$ cat src/shared/fps_pkg.sv
// package: constants, codes and carriers of the flash program/erase sequencer
`default_nettype none
package fps_pkg;
  // ****************************************
  // register offsets (register port, word index)
  // ****************************************
  localparam logic [3:0] PROG_OFS   = 4'h0;
  localparam logic [3:0] STATUS_OFS = 4'h1;
  localparam logic [3:0] CONFIG_OFS = 4'h2;
  // ****************************************
  // operation codes
  // ****************************************
  localparam logic [7:0] OP_IDLE       = 8'h00;
  localparam logic [7:0] OP_WRITE_VER  = 8'h61;
  localparam logic [7:0] OP_WRITE      = 8'hA1;
  localparam logic [7:0] OP_PAGE_ONE   = 8'h92;
  localparam logic [7:0] OP_PAGE_CONT  = 8'hA2;
  localparam logic [7:0] OP_SECT_ONE   = 8'h94;
  localparam logic [7:0] OP_SECT_CONT  = 8'hA4;
  localparam logic [7:0] OP_VERIFY_ONE = 8'hD0;
  localparam logic [7:0] OP_VERIFY_CNT = 8'hE0;
  localparam logic [7:0] OP_INVALIDATE = 8'hC1;
  // ****************************************
  // field positions
  // ****************************************
  localparam int STS_BUSY_BIT   = 0;
  localparam int STS_SLEEP_BIT  = 1;
  localparam int STS_VERIFY_ERROR_FLAG_BIT   = 2;
  localparam int CFG_HARDREAD_LEVEL_LSB  = 1;
  localparam int CFG_SECP_LSB   = 4;
  localparam int CFG_INT_BIT    = 14;
  localparam int CFG_PWR_BIT    = 15;
  localparam logic [15:0] CFG_RESET  = 16'h8000;
  localparam logic [15:0] CFG_WMASK  = 16'hDFF6;
  // ****************************************
  // hardread levels
  // ****************************************
  localparam logic [1:0] HR_NORMAL  = 2'h0;
  localparam logic [1:0] HR_WRITTEN = 2'h1;
  localparam logic [1:0] HR_ERASED  = 2'h2;
  // ****************************************
  // timing, in ns, and derived cycle counts at 10 MHz
  // ****************************************
  localparam int CLK_NS     = 100;
  localparam int T_PROG_NS  = 102000;
  localparam int T_ERASE_NS = 5000000;
  localparam int T_VER_NS   = 3000;
  localparam int T_SLEEP_NS = 2000;
  localparam int T_WAKE_NS  = 3000;
  localparam int C_PROG     = (T_PROG_NS + CLK_NS - 1) / CLK_NS;
  localparam int C_ERASE    = (T_ERASE_NS + CLK_NS - 1) / CLK_NS;
  localparam int C_VER      = (T_VER_NS + CLK_NS - 1) / CLK_NS;
  localparam int C_SLEEP    = (T_SLEEP_NS + CLK_NS - 1) / CLK_NS;
  localparam int C_WAKE     = (T_WAKE_NS + CLK_NS - 1) / CLK_NS;
  // ****************************************
  // carriers
  // ****************************************
  typedef struct packed {
    logic        wr;
    logic        rd;
    logic [3:0]  addr;
    logic [31:0] wdata;
  } fps_reg_req_t;
  typedef struct packed {
    logic        wr;
    logic [15:0] addr;
    logic [31:0] wdata;
  } fps_arr_req_t;
  typedef struct packed {
    logic        prog;
    logic        erase_page;
    logic        erase_sect;
    logic        verify;
    logic        invalidate;
    logic [1:0]  hardread;
    logic [15:0] addr;
    logic [31:0] wdata;
  } fps_flash_cmd_t;
endpackage : fps_pkg
`default_nettype wire

$ cat src/rtl/fps_sequencer.sv
// flash program/erase/verify sequencer with sleep control and access stall
// Operation
// - codes 61h and A1h start continuous block write, with or without verification
// - in write mode a block write to the array triggers programming of it
// - busy set while sequence runs; ready interrupt on completion if enabled
// - array write or register write during an operation is dropped; stall flags it one cycle later
// - continuous mode persists until code 00h is written
// - auto-verified write reports outcome in the verify error flag
// - code 92h one-shot page erase triggered by dummy word write
// - code A2h continuous page erase per dummy word write
// - code 94h one-shot sector erase triggered by dummy word write
// - code A4h continuous sector erase per dummy word write
// - code D0h one-shot verify compares reference block with array
// - code E0h continuous verify compares each block until 00h
// - two-bit incremental updates keep ECC and parity erased, 32 times
// - invalidation write keeps data, programs three ECC and one parity bit
// - sleep request or power-off clears to sleep; busy and sleep flags shown
// - wake-up with power bit set wakes; flags clear; ready interrupt raised if enabled
// - early wake-up does not shorten sleep entry; wake follows directly
// - ready interrupt enable gates completion interrupts
// - hardread level 00 normal, 01 written, 10 erased, 11 reserved
// - accesses to protected sectors are accepted but ignored
//
// Design decisions made here: the address map and strobed register access.
`default_nettype none
module fps_sequencer #(
  parameter int C_PROG_P   = fps_pkg::C_PROG,
  parameter int C_ERASE_P  = fps_pkg::C_ERASE,
  parameter int SECT_SHIFT = 12
) (
  input  wire logic                    clk,
  input  wire logic                    srst,
  input  wire fps_pkg::fps_reg_req_t   reg_req,
  output logic [31:0]                  reg_rdata,
  input  wire fps_pkg::fps_arr_req_t   arr_req,
  output logic                         stall,
  input  wire logic                    cpu_sleep_req,
  input  wire logic                    wake_event,
  output fps_pkg::fps_flash_cmd_t      flash_cmd,
  input  wire logic                    flash_done,
  input  wire logic                    flash_mismatch,
  output logic                         ready_irq
);
  import fps_pkg::*;

  typedef enum {S_ACTIVE, S_RUN, S_GO_SLEEP, S_SLEEP, S_WAKE} fps_state_t;

  typedef struct packed {
    fps_state_t     st;
    logic [7:0]     action;
    logic [15:0]    cfg;
    logic           verify_error_flag;
    logic           pend_wake;
    logic           sleep_flag;
    logic [22:0]    cnt;
    logic           use_done;
    logic           stall;
    logic           irq;
    logic [31:0]    rdata;
    fps_flash_cmd_t cmd;
  } fps_regs_t;

  fps_regs_t r_r;
  fps_regs_t r_nxt;

  logic       is_op;
  logic       busy;
  logic [7:0] sect;
  logic       prot;
  logic       one_shot;

  assign busy  = (r_r.st == S_RUN) || (r_r.st == S_GO_SLEEP) || (r_r.st == S_WAKE);
  // sector index from the word address; bits above the port read as zero
  assign sect  = 8'(arr_req.addr >> SECT_SHIFT);
  // one-shot codes fall back to 00h after their single step, protected or not
  assign one_shot = (r_r.action[7:4] == 4'h9) || (r_r.action == OP_VERIFY_ONE) || (r_r.action == OP_INVALIDATE);
  assign prot  = sect < r_r.cfg[CFG_SECP_LSB +: 8];
  assign is_op = r_r.action != OP_IDLE;

  assign reg_rdata = r_r.rdata;
  assign stall     = r_r.stall;
  assign flash_cmd = r_r.cmd;
  assign ready_irq = r_r.irq;

  always_comb begin
    r_nxt          = r_r;
    r_nxt.irq      = 1'b0;
    r_nxt.rdata    = 32'h0000_0000;
    r_nxt.cmd.prog = 1'b0;
    r_nxt.cmd.erase_page = 1'b0;
    r_nxt.cmd.erase_sect = 1'b0;
    r_nxt.cmd.verify     = 1'b0;
    r_nxt.cmd.invalidate = 1'b0;
    if (wake_event) begin
      r_nxt.pend_wake = 1'b1;
    end
    // ****************************************
    // register port; writes during busy are dropped and flagged by the stall
    // ****************************************
    if (reg_req.rd) begin
      case (reg_req.addr)
        PROG_OFS:   r_nxt.rdata = {24'h00_0000, r_r.action};
        STATUS_OFS: r_nxt.rdata = {29'h0000_0000, r_r.verify_error_flag, r_r.sleep_flag, busy};
        CONFIG_OFS: r_nxt.rdata = {16'h0000, r_r.cfg};
        default:    r_nxt.rdata = 32'h0000_0000;
      endcase
    end
    if (reg_req.wr && !busy) begin
      case (reg_req.addr)
        PROG_OFS: begin
          r_nxt.action = reg_req.wdata[7:0];
          if (reg_req.wdata[7:0] == OP_WRITE_VER || reg_req.wdata[7:0] == OP_VERIFY_ONE
              || reg_req.wdata[7:0] == OP_VERIFY_CNT) begin
            r_nxt.verify_error_flag = 1'b0;
          end
        end
        CONFIG_OFS: r_nxt.cfg = reg_req.wdata[15:0] & CFG_WMASK;
        default: ;
      endcase
    end
    // flag, one cycle later, a register write or array write made while busy
    r_nxt.stall = busy && (reg_req.wr || arr_req.wr);
    case (r_r.st)
      S_ACTIVE: begin
        if (cpu_sleep_req || !r_r.cfg[CFG_PWR_BIT]) begin
          r_nxt.st         = S_GO_SLEEP;
          r_nxt.sleep_flag = 1'b1;
          r_nxt.cnt        = 23'(C_SLEEP);
          r_nxt.pend_wake  = wake_event;
        end else if (arr_req.wr && is_op) begin
          r_nxt.cmd.addr     = arr_req.addr;
          r_nxt.cmd.wdata    = arr_req.wdata;
          r_nxt.cmd.hardread = r_r.cfg[CFG_HARDREAD_LEVEL_LSB +: 2];
          if (prot) begin
            r_nxt.action = one_shot ? OP_IDLE : r_r.action;
          end else begin
            r_nxt.st       = S_RUN;
            r_nxt.use_done = 1'b1;
            r_nxt.cnt      = 23'(C_PROG_P);
            case (r_r.action)
              OP_WRITE_VER, OP_WRITE: r_nxt.cmd.prog = 1'b1;
              OP_PAGE_ONE, OP_PAGE_CONT: begin
                r_nxt.cmd.erase_page = 1'b1;
                r_nxt.cnt            = 23'(C_ERASE_P);
              end
              OP_SECT_ONE, OP_SECT_CONT: begin
                r_nxt.cmd.erase_sect = 1'b1;
                r_nxt.cnt            = 23'(C_ERASE_P);
              end
              OP_VERIFY_ONE, OP_VERIFY_CNT: begin
                r_nxt.cmd.verify = 1'b1;
                r_nxt.cnt        = 23'(C_VER);
              end
              OP_INVALIDATE: r_nxt.cmd.invalidate = 1'b1;
              default: begin
                r_nxt.st       = S_ACTIVE;
                r_nxt.use_done = 1'b0;
              end
            endcase
          end
        end
      end
      S_RUN: begin
        if (r_r.cnt != 23'h00_0000) begin
          r_nxt.cnt = r_r.cnt - 23'h00_0001;
        end
        if (flash_done || (r_r.cnt == 23'h00_0000)) begin
          r_nxt.st       = S_ACTIVE;
          r_nxt.use_done = 1'b0;
          r_nxt.irq      = r_r.cfg[CFG_INT_BIT];
          // judge by the mode: the command pulse lasts one cycle only
          if ((r_r.action == OP_WRITE_VER || r_r.action == OP_VERIFY_ONE || r_r.action == OP_VERIFY_CNT)
              && flash_mismatch) begin
            r_nxt.verify_error_flag = 1'b1;
          end
          if (one_shot) begin
            r_nxt.action = OP_IDLE;
          end
        end
      end
      S_GO_SLEEP: begin
        // entry always runs out before wake is looked at
        r_nxt.cnt = r_r.cnt - 23'h00_0001;
        if (r_r.cnt == 23'h00_0001) begin
          if ((r_r.pend_wake || wake_event) && r_r.cfg[CFG_PWR_BIT]) begin
            r_nxt.st  = S_WAKE;
            r_nxt.cnt = 23'(C_WAKE);
          end else begin
            r_nxt.st = S_SLEEP;
          end
          r_nxt.pend_wake = 1'b0;
        end
      end
      S_SLEEP: begin
        if (wake_event && r_r.cfg[CFG_PWR_BIT]) begin
          r_nxt.st  = S_WAKE;
          r_nxt.cnt = 23'(C_WAKE);
        end
      end
      S_WAKE: begin
        r_nxt.cnt = r_r.cnt - 23'h00_0001;
        if (r_r.cnt == 23'h00_0001) begin
          r_nxt.st         = S_ACTIVE;
          r_nxt.sleep_flag = 1'b0;
          r_nxt.irq        = r_r.cfg[CFG_INT_BIT];
          r_nxt.pend_wake  = 1'b0;
        end
      end
      default: r_nxt.st = S_ACTIVE;
    endcase
    if (r_nxt.st != S_ACTIVE && r_r.st == S_ACTIVE && r_nxt.st != S_RUN) begin
      r_nxt.stall = 1'b0;
    end
  end

  always_ff @(posedge clk) begin
    if (srst) begin
      r_r            <= '0;
      r_r.st         <= S_ACTIVE;
      r_r.cfg        <= CFG_RESET;
    end else begin
      r_r <= r_nxt;
    end
  end
endmodule : fps_sequencer
`default_nettype wire

$ cat config.mk
export PLATFORM = sky130hd
export DESIGN_NAME = fps_sequencer
export DESIGN_NICKNAME = d
export VERILOG_FILES = /design/src/shared/fps_pkg.sv /design/src/rtl/fps_sequencer.sv
export SDC_FILE = /design/constraint.sdc
export NUM_CORES = 1
export LEC_CHECK = 0
export ABC_CLOCK_PERIOD_IN_PS = 4450
export BUFFER_PORTS_ARGS = -buffer_cell sky130_fd_sc_hd__buf_2
export CAP_MARGIN = 20
export CORE_MARGIN = 3
export CORE_UTILIZATION = 57
export CTS_BUF_LIST = sky130_fd_sc_hd__clkbuf_4 sky130_fd_sc_hd__clkbuf_8 sky130_fd_sc_hd__clkbuf_16
export CTS_CLUSTER_SIZE = 28
export DETAILED_ROUTE_END_ITERATION = 8
export PLACE_DENSITY_LB_ADDON = 0.05
export SLEW_MARGIN = 20
export SYNTH_ARGS = -nofsm -noshare
export SYNTH_HDL_FRONTEND = slang
export SYNTH_SLANG_ARGS = --single-unit
$ cat constraint.sdc
create_clock -name clk -period 4.45 [get_ports clk]
set_input_delay 0.2225 -clock clk [delete_from_list [all_inputs] [get_ports clk]]
set_output_delay 0.2225 -clock clk [all_outputs]
set_load 0.005 [all_outputs]
* Yosys cells after proc, flatten, opt, wreduce, memory -nomap -nowiden
Index checks and enable logic that the tools add are counted.
** Storage, ports and cells
- Word-level logic and storage cells :: 147
- Output and inout bits :: 89
- Bits of input ports :: 93
- Flip-flop bits (word level) :: 168
** Cells by class
- Eq/ne operators :: 31
- Reductions and logical operators :: 44
- Mux-type cells :: 48
- Order comparisons :: 1
- Add/sub/neg operators :: 1
- Bitwise operators :: 4
** Operators with widths (number)
- $mux W32 :: 5
- $pmux W32 S5 :: 1
- $mux W23 :: 5
- $pmux W23 S5 :: 1
- $eq A32 B2 Y1 const B :: 3
- $eq A8 B8 Y1 const B :: 10
- $mux W40 :: 2
- $eq A32 B3 Y1 const B :: 2
- $logic_not A32 Y1 :: 2
- $mux W24 :: 2
- $pmux W16 S3 :: 1
- $mux W8 :: 5
- $eq A32 B1 Y1 const B :: 1
- $eq A32 B4 Y1 const B :: 1
- $ne A32 B2 Y1 const B :: 1
- $pmux W16 S2 :: 1
- $reduce_bool A32 Y1 :: 1
- $mux W25 :: 1
- $eq A23 B1 Y1 const B :: 1
- $logic_not A23 Y1 :: 1
- $reduce_bool A23 Y1 :: 1
- $sub A23 B1 Y23 const B :: 1
- $eq A8 B7 Y1 const B :: 2
- $mux W1 :: 16
- other kinds (28) :: 62

* Longest topological paths before layout
- Depth after elaboration :: 14
- Depth in mapped cells :: 10
- Mapped depth without buffers :: 8

* Worst setup path before layout
No wires, ideal clock.
- Path kind :: reg2reg
- Start :: register r_r[121] in the netlist's numbering
- End :: register r_r[138] in the netlist's numbering
- Path slack :: 2045 ps
- Path buffers :: 1
- Data arrival time :: 2339 ps
- Library setup time :: 66 ps
- Data required time :: 4384 ps
- Stages on the path, launching flop included :: 9
- Period minus slack after synthesis :: 2405 ps
- Cell sequence :: dfxtp_1 -> inv_1 -> ha_1 -> a2111oi_0 -> nor2_1 -> or4_4 -> buf_6 -> a31o_4 -> a21oi_2
** Between the ends
- Longest elaborated chain between the ends :: 5
- Elaborated cells on any way between the ends :: 6
- Those cells by class :: order compare: 1; eq/ne: 1; mux: 4
** RTL lines
- start, declared :: line fps_sequencer.sv:63 : fps_regs_t r_r;
- start signal, assigned :: line fps_sequencer.sv:222 : r_r <= r_nxt;
- $lt A4 B8 Y1 * :: line fps_sequencer.sv:77 : assign prot = sect < r_r.cfg[CFG_SECP_LSB +: 8];
- $mux W8 :: line fps_sequencer.sv:134 : if (prot) begin
- $mux W40 :: line fps_sequencer.sv:130 : end else if (arr_req.wr && is_op) begin
- $mux W8 :: line fps_sequencer.sv:125 : if (cpu_sleep_req || !r_r.cfg[CFG_PWR_BIT]) begin
- $pmux W8 S2 :: line fps_sequencer.sv:123 : case (r_r.st)
Every way passes the cells marked *; elsewhere a longest branch is shown, timed or not.
A chain may end at the register's enable or synchronous reset.

* Final worst setup path
- Start :: register r_r[171] in the netlist's numbering
- End :: register r_r[100] in the netlist's numbering
** Between the ends
- Longest elaborated chain between the ends :: 3
- Elaborated cells on any way between the ends :: 12
- Those cells by class :: eq/ne: 8; mux: 1; reduce/logical: 3
** RTL lines (line)
- $eq A32 B3 Y1 (tied with other cells) :: fps_sequencer.sv:123
- $reduce_bool A5 Y1 (no line) (tied with other cells)
- $reduce_and A5 Y1 (no line)
Parallel ways exist; a longest one is shown, timed or not.

==> key figures <==
Clocking
  – Postcts setup bufs: 0
  – Clk buf depth: 2
  – H-tree level count: 4
  – Worst-skew pair later-pin latency: 0.42 ns
  – Post-cts repair resize count: 0
  – Clk slew on worst S/H paths: 0.06 ns
  – CTS tree: yes
  – Cts hold-fix bufs: 0
  – CTS Buf Count: 17
  – CTS Root Cell: clkbuf_16
  – Clock sinks: approximately 150

Drt
  – Final WL: around 16,000 microns
  – Vias per cell: 5.606
  – Residual DRC: 0
  – Initial DRT Pass Iterations: 7
  – Post-route antenna net violation count: 0
  – Vias: approximately 6,000
  – Wire per inst: 15.25 microns
  – Drt initial violations: about 580

Die
  – Die ar.: approximately 14,000 sq um
  – Core region area: roughly 12,000 sq um
  – I/O Pins: 182
  – Die Span Y: roughly 120 microns
  – Initial Utilization: between 50 and 60%
  – FP Rows: 39
  – Die Wd: around 120 microns

STA
  – RSZ-0062 raised after global routing: no
  – Hold Fails Final Rpt: 0
  – Slew headroom: about a quarter
  – Final min period: roughly 3.2 ns
  – Setup TNS: 0 ns
  – F_max: approximately 310 MHz
  – Hold WS: between 0.03 and 0.04 ns
  – Final setup fails: 0
  – Clock skew: 0.007923 ns
  – Slew Viols, Final: 0
  – Worst Tran Pin Value: 1.113 ns
  – Period utilization: roughly 73%

Yosys
  – Cells after Synth: about 820
  – Syn_area_per_cell: 8.505 sq um
  – Mapped Area: between 6000 and 7000 sq um
  – Async S/R FF share, synth: 0%
  – Top FF cell, synth: dfxtp_1
  – Register bit count reported by yosys: roughly 150
  – Yosys warning count: 0
  – Cell variety after synth: just over 70
  – Register area share after synthesis: 43.61%
  – Post-synth EDFFs: 0

Finish
  – ANT cells: 0
  – Count of non-filler cells in the finished layout: between 1,000 and 1,500
  – Share of layout cells above drive strength 1: between 20 and 25%
  – Final nets: roughly 1,000
  – Layout fillers: between 1,000 and 1,500
  – Layout area overhead: 12.60%

Global route
  – GRT Util Overall: between 20% and 30%
  – Initial antenna violation count: 0
  – Largest net degree at the start of global routing: between 50 and 60
  – Grt total ovfl: 0
  – Vias in the first global route: between 5,000 and 6,000
  – First-pass GRT wire length: 25,430 microns

Outcome
  – Status: complete, no violations

Power and ir drop
  – Sw Ratio: a little over a fifth
  – LEAKAGE: 3.188 nW
  – Clock share of power: between 40% and 50%
  – Comb pwr share: approximately 4%
  – Seq pwr share: 46.9%
  – VDD IR max: slightly above 0.2 mV
  – NetSw: 0.6113 mW
  – Power Internal: roughly 2.3 mW
  – Power per cell area: around 380 nW/um^2

Critical path
  – Critical Path End Type: flop
  – Worst Setup Start Kind: flop
  – CP arrival: between 3 and 4 ns
  – Worst endpoint required time: 4.78 ns
  – Critical path class: reg2reg
  – Worst Path Max Fanout: 12
  – Worst R2R Setup Slack: 1.22 ns

Placement
  – PortBufs: 147
  – HPWL Detailed: ~11,000 microns
  – Placer Congestion: 0.9205
  – # placed instances: around 1,000

Hold path
  – Hold Crit Class: in2reg

Flow run
  – Max Cap Violations: 0
## critical path: stages (launching register included)
cell and delay, ns:
dfxtp_1 0.29, or4_1 0.59, nor4_4 0.24, nand3_1 0.46
a21oi_1 1.02, a41oi_1 0.23, a311oi_1 0.29
## per-stage QoR
stage / worst slack, ns / power, mW / util, % / area (sq um)
final: 1.221 / 2.935 / 66.92 / 7805
after detailed placement: 1.253 / 1.520 / 61.59 / 7183
after floorplan: 2.045 / 1.480 / - / 7101
after global placement: 1.347 / 1.518 / 61.59 / 7183
after global routing: 1.047 / 3.035 / 66.92 / 7805
after CTS: 1.214 / 2.951 / 66.74 / 7784
## power groups by stage
stage | clock network [mW] | registers (mW) | logic, mW
6_report | 1.44 | 1.38 | 0.118
2_1_floorplan | 0 | 1.40 | 0.0764
5_1_grt | 1.53 | 1.38 | 0.131
4_1_cts | 1.46 | 1.38 | 0.115
3_5_place_dp | 0 | 1.41 | 0.114
3_3_place_gp | 0 | 1.41 | 0.112
## flip-flops by register name, summed over array words and instances (netlist names)
register,flops
r_r,79
flash_cmd,55
reg_rdata,15
ready_irq,1
stall,1
## cells by family after synthesis
logic type	count (synthesis)	synth area share [%]
compound gates	167	15.88
xor+xnor	6	0.7581
fa+ha+maj	7	1.227
buf+inv	147	13.14
flops	151	43.61
mux	19	2.744
other cells	1	0.05410
simple gates	317	22.58
## synthesized netlist by cell type (3+ instances only)
master     instances  area [sq um]
mux2i_1           19         190.2
a21boi_0           3         22.52
or3_1              5         31.28
a41o_1             3         30.03
o31ai_1            5         37.54
o32ai_1            9         78.83
nand3_1           24         120.1
o21a_1             4         30.03
or2_2              5         31.28
a21oi_1           68         340.3
nand2b_1           4         25.02
buf_2              7         35.03
nand2_1          131         491.7
a31oi_1            9         56.30
nor2b_1            6         37.54
buf_4             89         668.1
dfxtp_1          151          3023
nor3_1            17         85.08
a21oi_2            8         70.07
nor2_1            52         195.2
or4_1             10         75.07
o21ai_0           20         100.1
ha_1               6         75.07
inv_1             15         56.30
a211oi_1          10         75.07
or4_4              3         33.78
and3_1             7         43.79
and2_1             9         56.30
clkbuf_1          32         120.1
a2111oi_0          3         26.28
xor2_1             4         35.03
nor4_1            17         106.4
and4_1             4         35.03
nand4_1            8         50.05
## layout make-up
type                            instances  area (sq um)  share of cell area [%]
Clock buffer                           24         509.2                   6.525
Clock inverter                          7         91.34                   1.170
Inverter                               15         56.30                  0.7214
Multi-Input combinational cell        562          3176                   40.69
Sequential cell                       151          3023                   38.73
Tap cell                              143         178.9                   2.292
Timing Repair Buffer                  150         770.7                   9.875
## per-layer routing
metal  part of all wire, %  wire [microns]  global-route usage [%]
met5                     0               0                       0
met4                  0.89             142                   6.883
met1                    43            6930                   29.89
met2                    49            7826                   39.28
met3                   7.1            1145                   6.166
## path summary, 6_finish.rpt
path | end | cells past startpoint | start
worst min-delay path | r_r[131]$_SDFFE_PP1P_ | 3 | reg_req[15]
worst max register to register | r_r[100]$_SDFFE_PP0P_ | 6 | r_r[171]$_SDFF_PP0_
worst min register to register | flash_cmd[24]$_SDFFE_PP0P_ | 2 | flash_cmd[24]$_SDFFE_PP0P_
worst max-delay path | r_r[100]$_SDFFE_PP0P_ | 6 | r_r[171]$_SDFF_PP0_
## placed cells by master (no fill, tap or decap), types with 19 or more instances in the layout
master and count:
dfxtp_1 151, o21ai_0 20, a21oi_1 68, mux2i_1 19, nor2_1 51, nand3_1 24
nand2_1 131, buf_2 147, conb_1 46
Power figures use the tool's default switching activity.
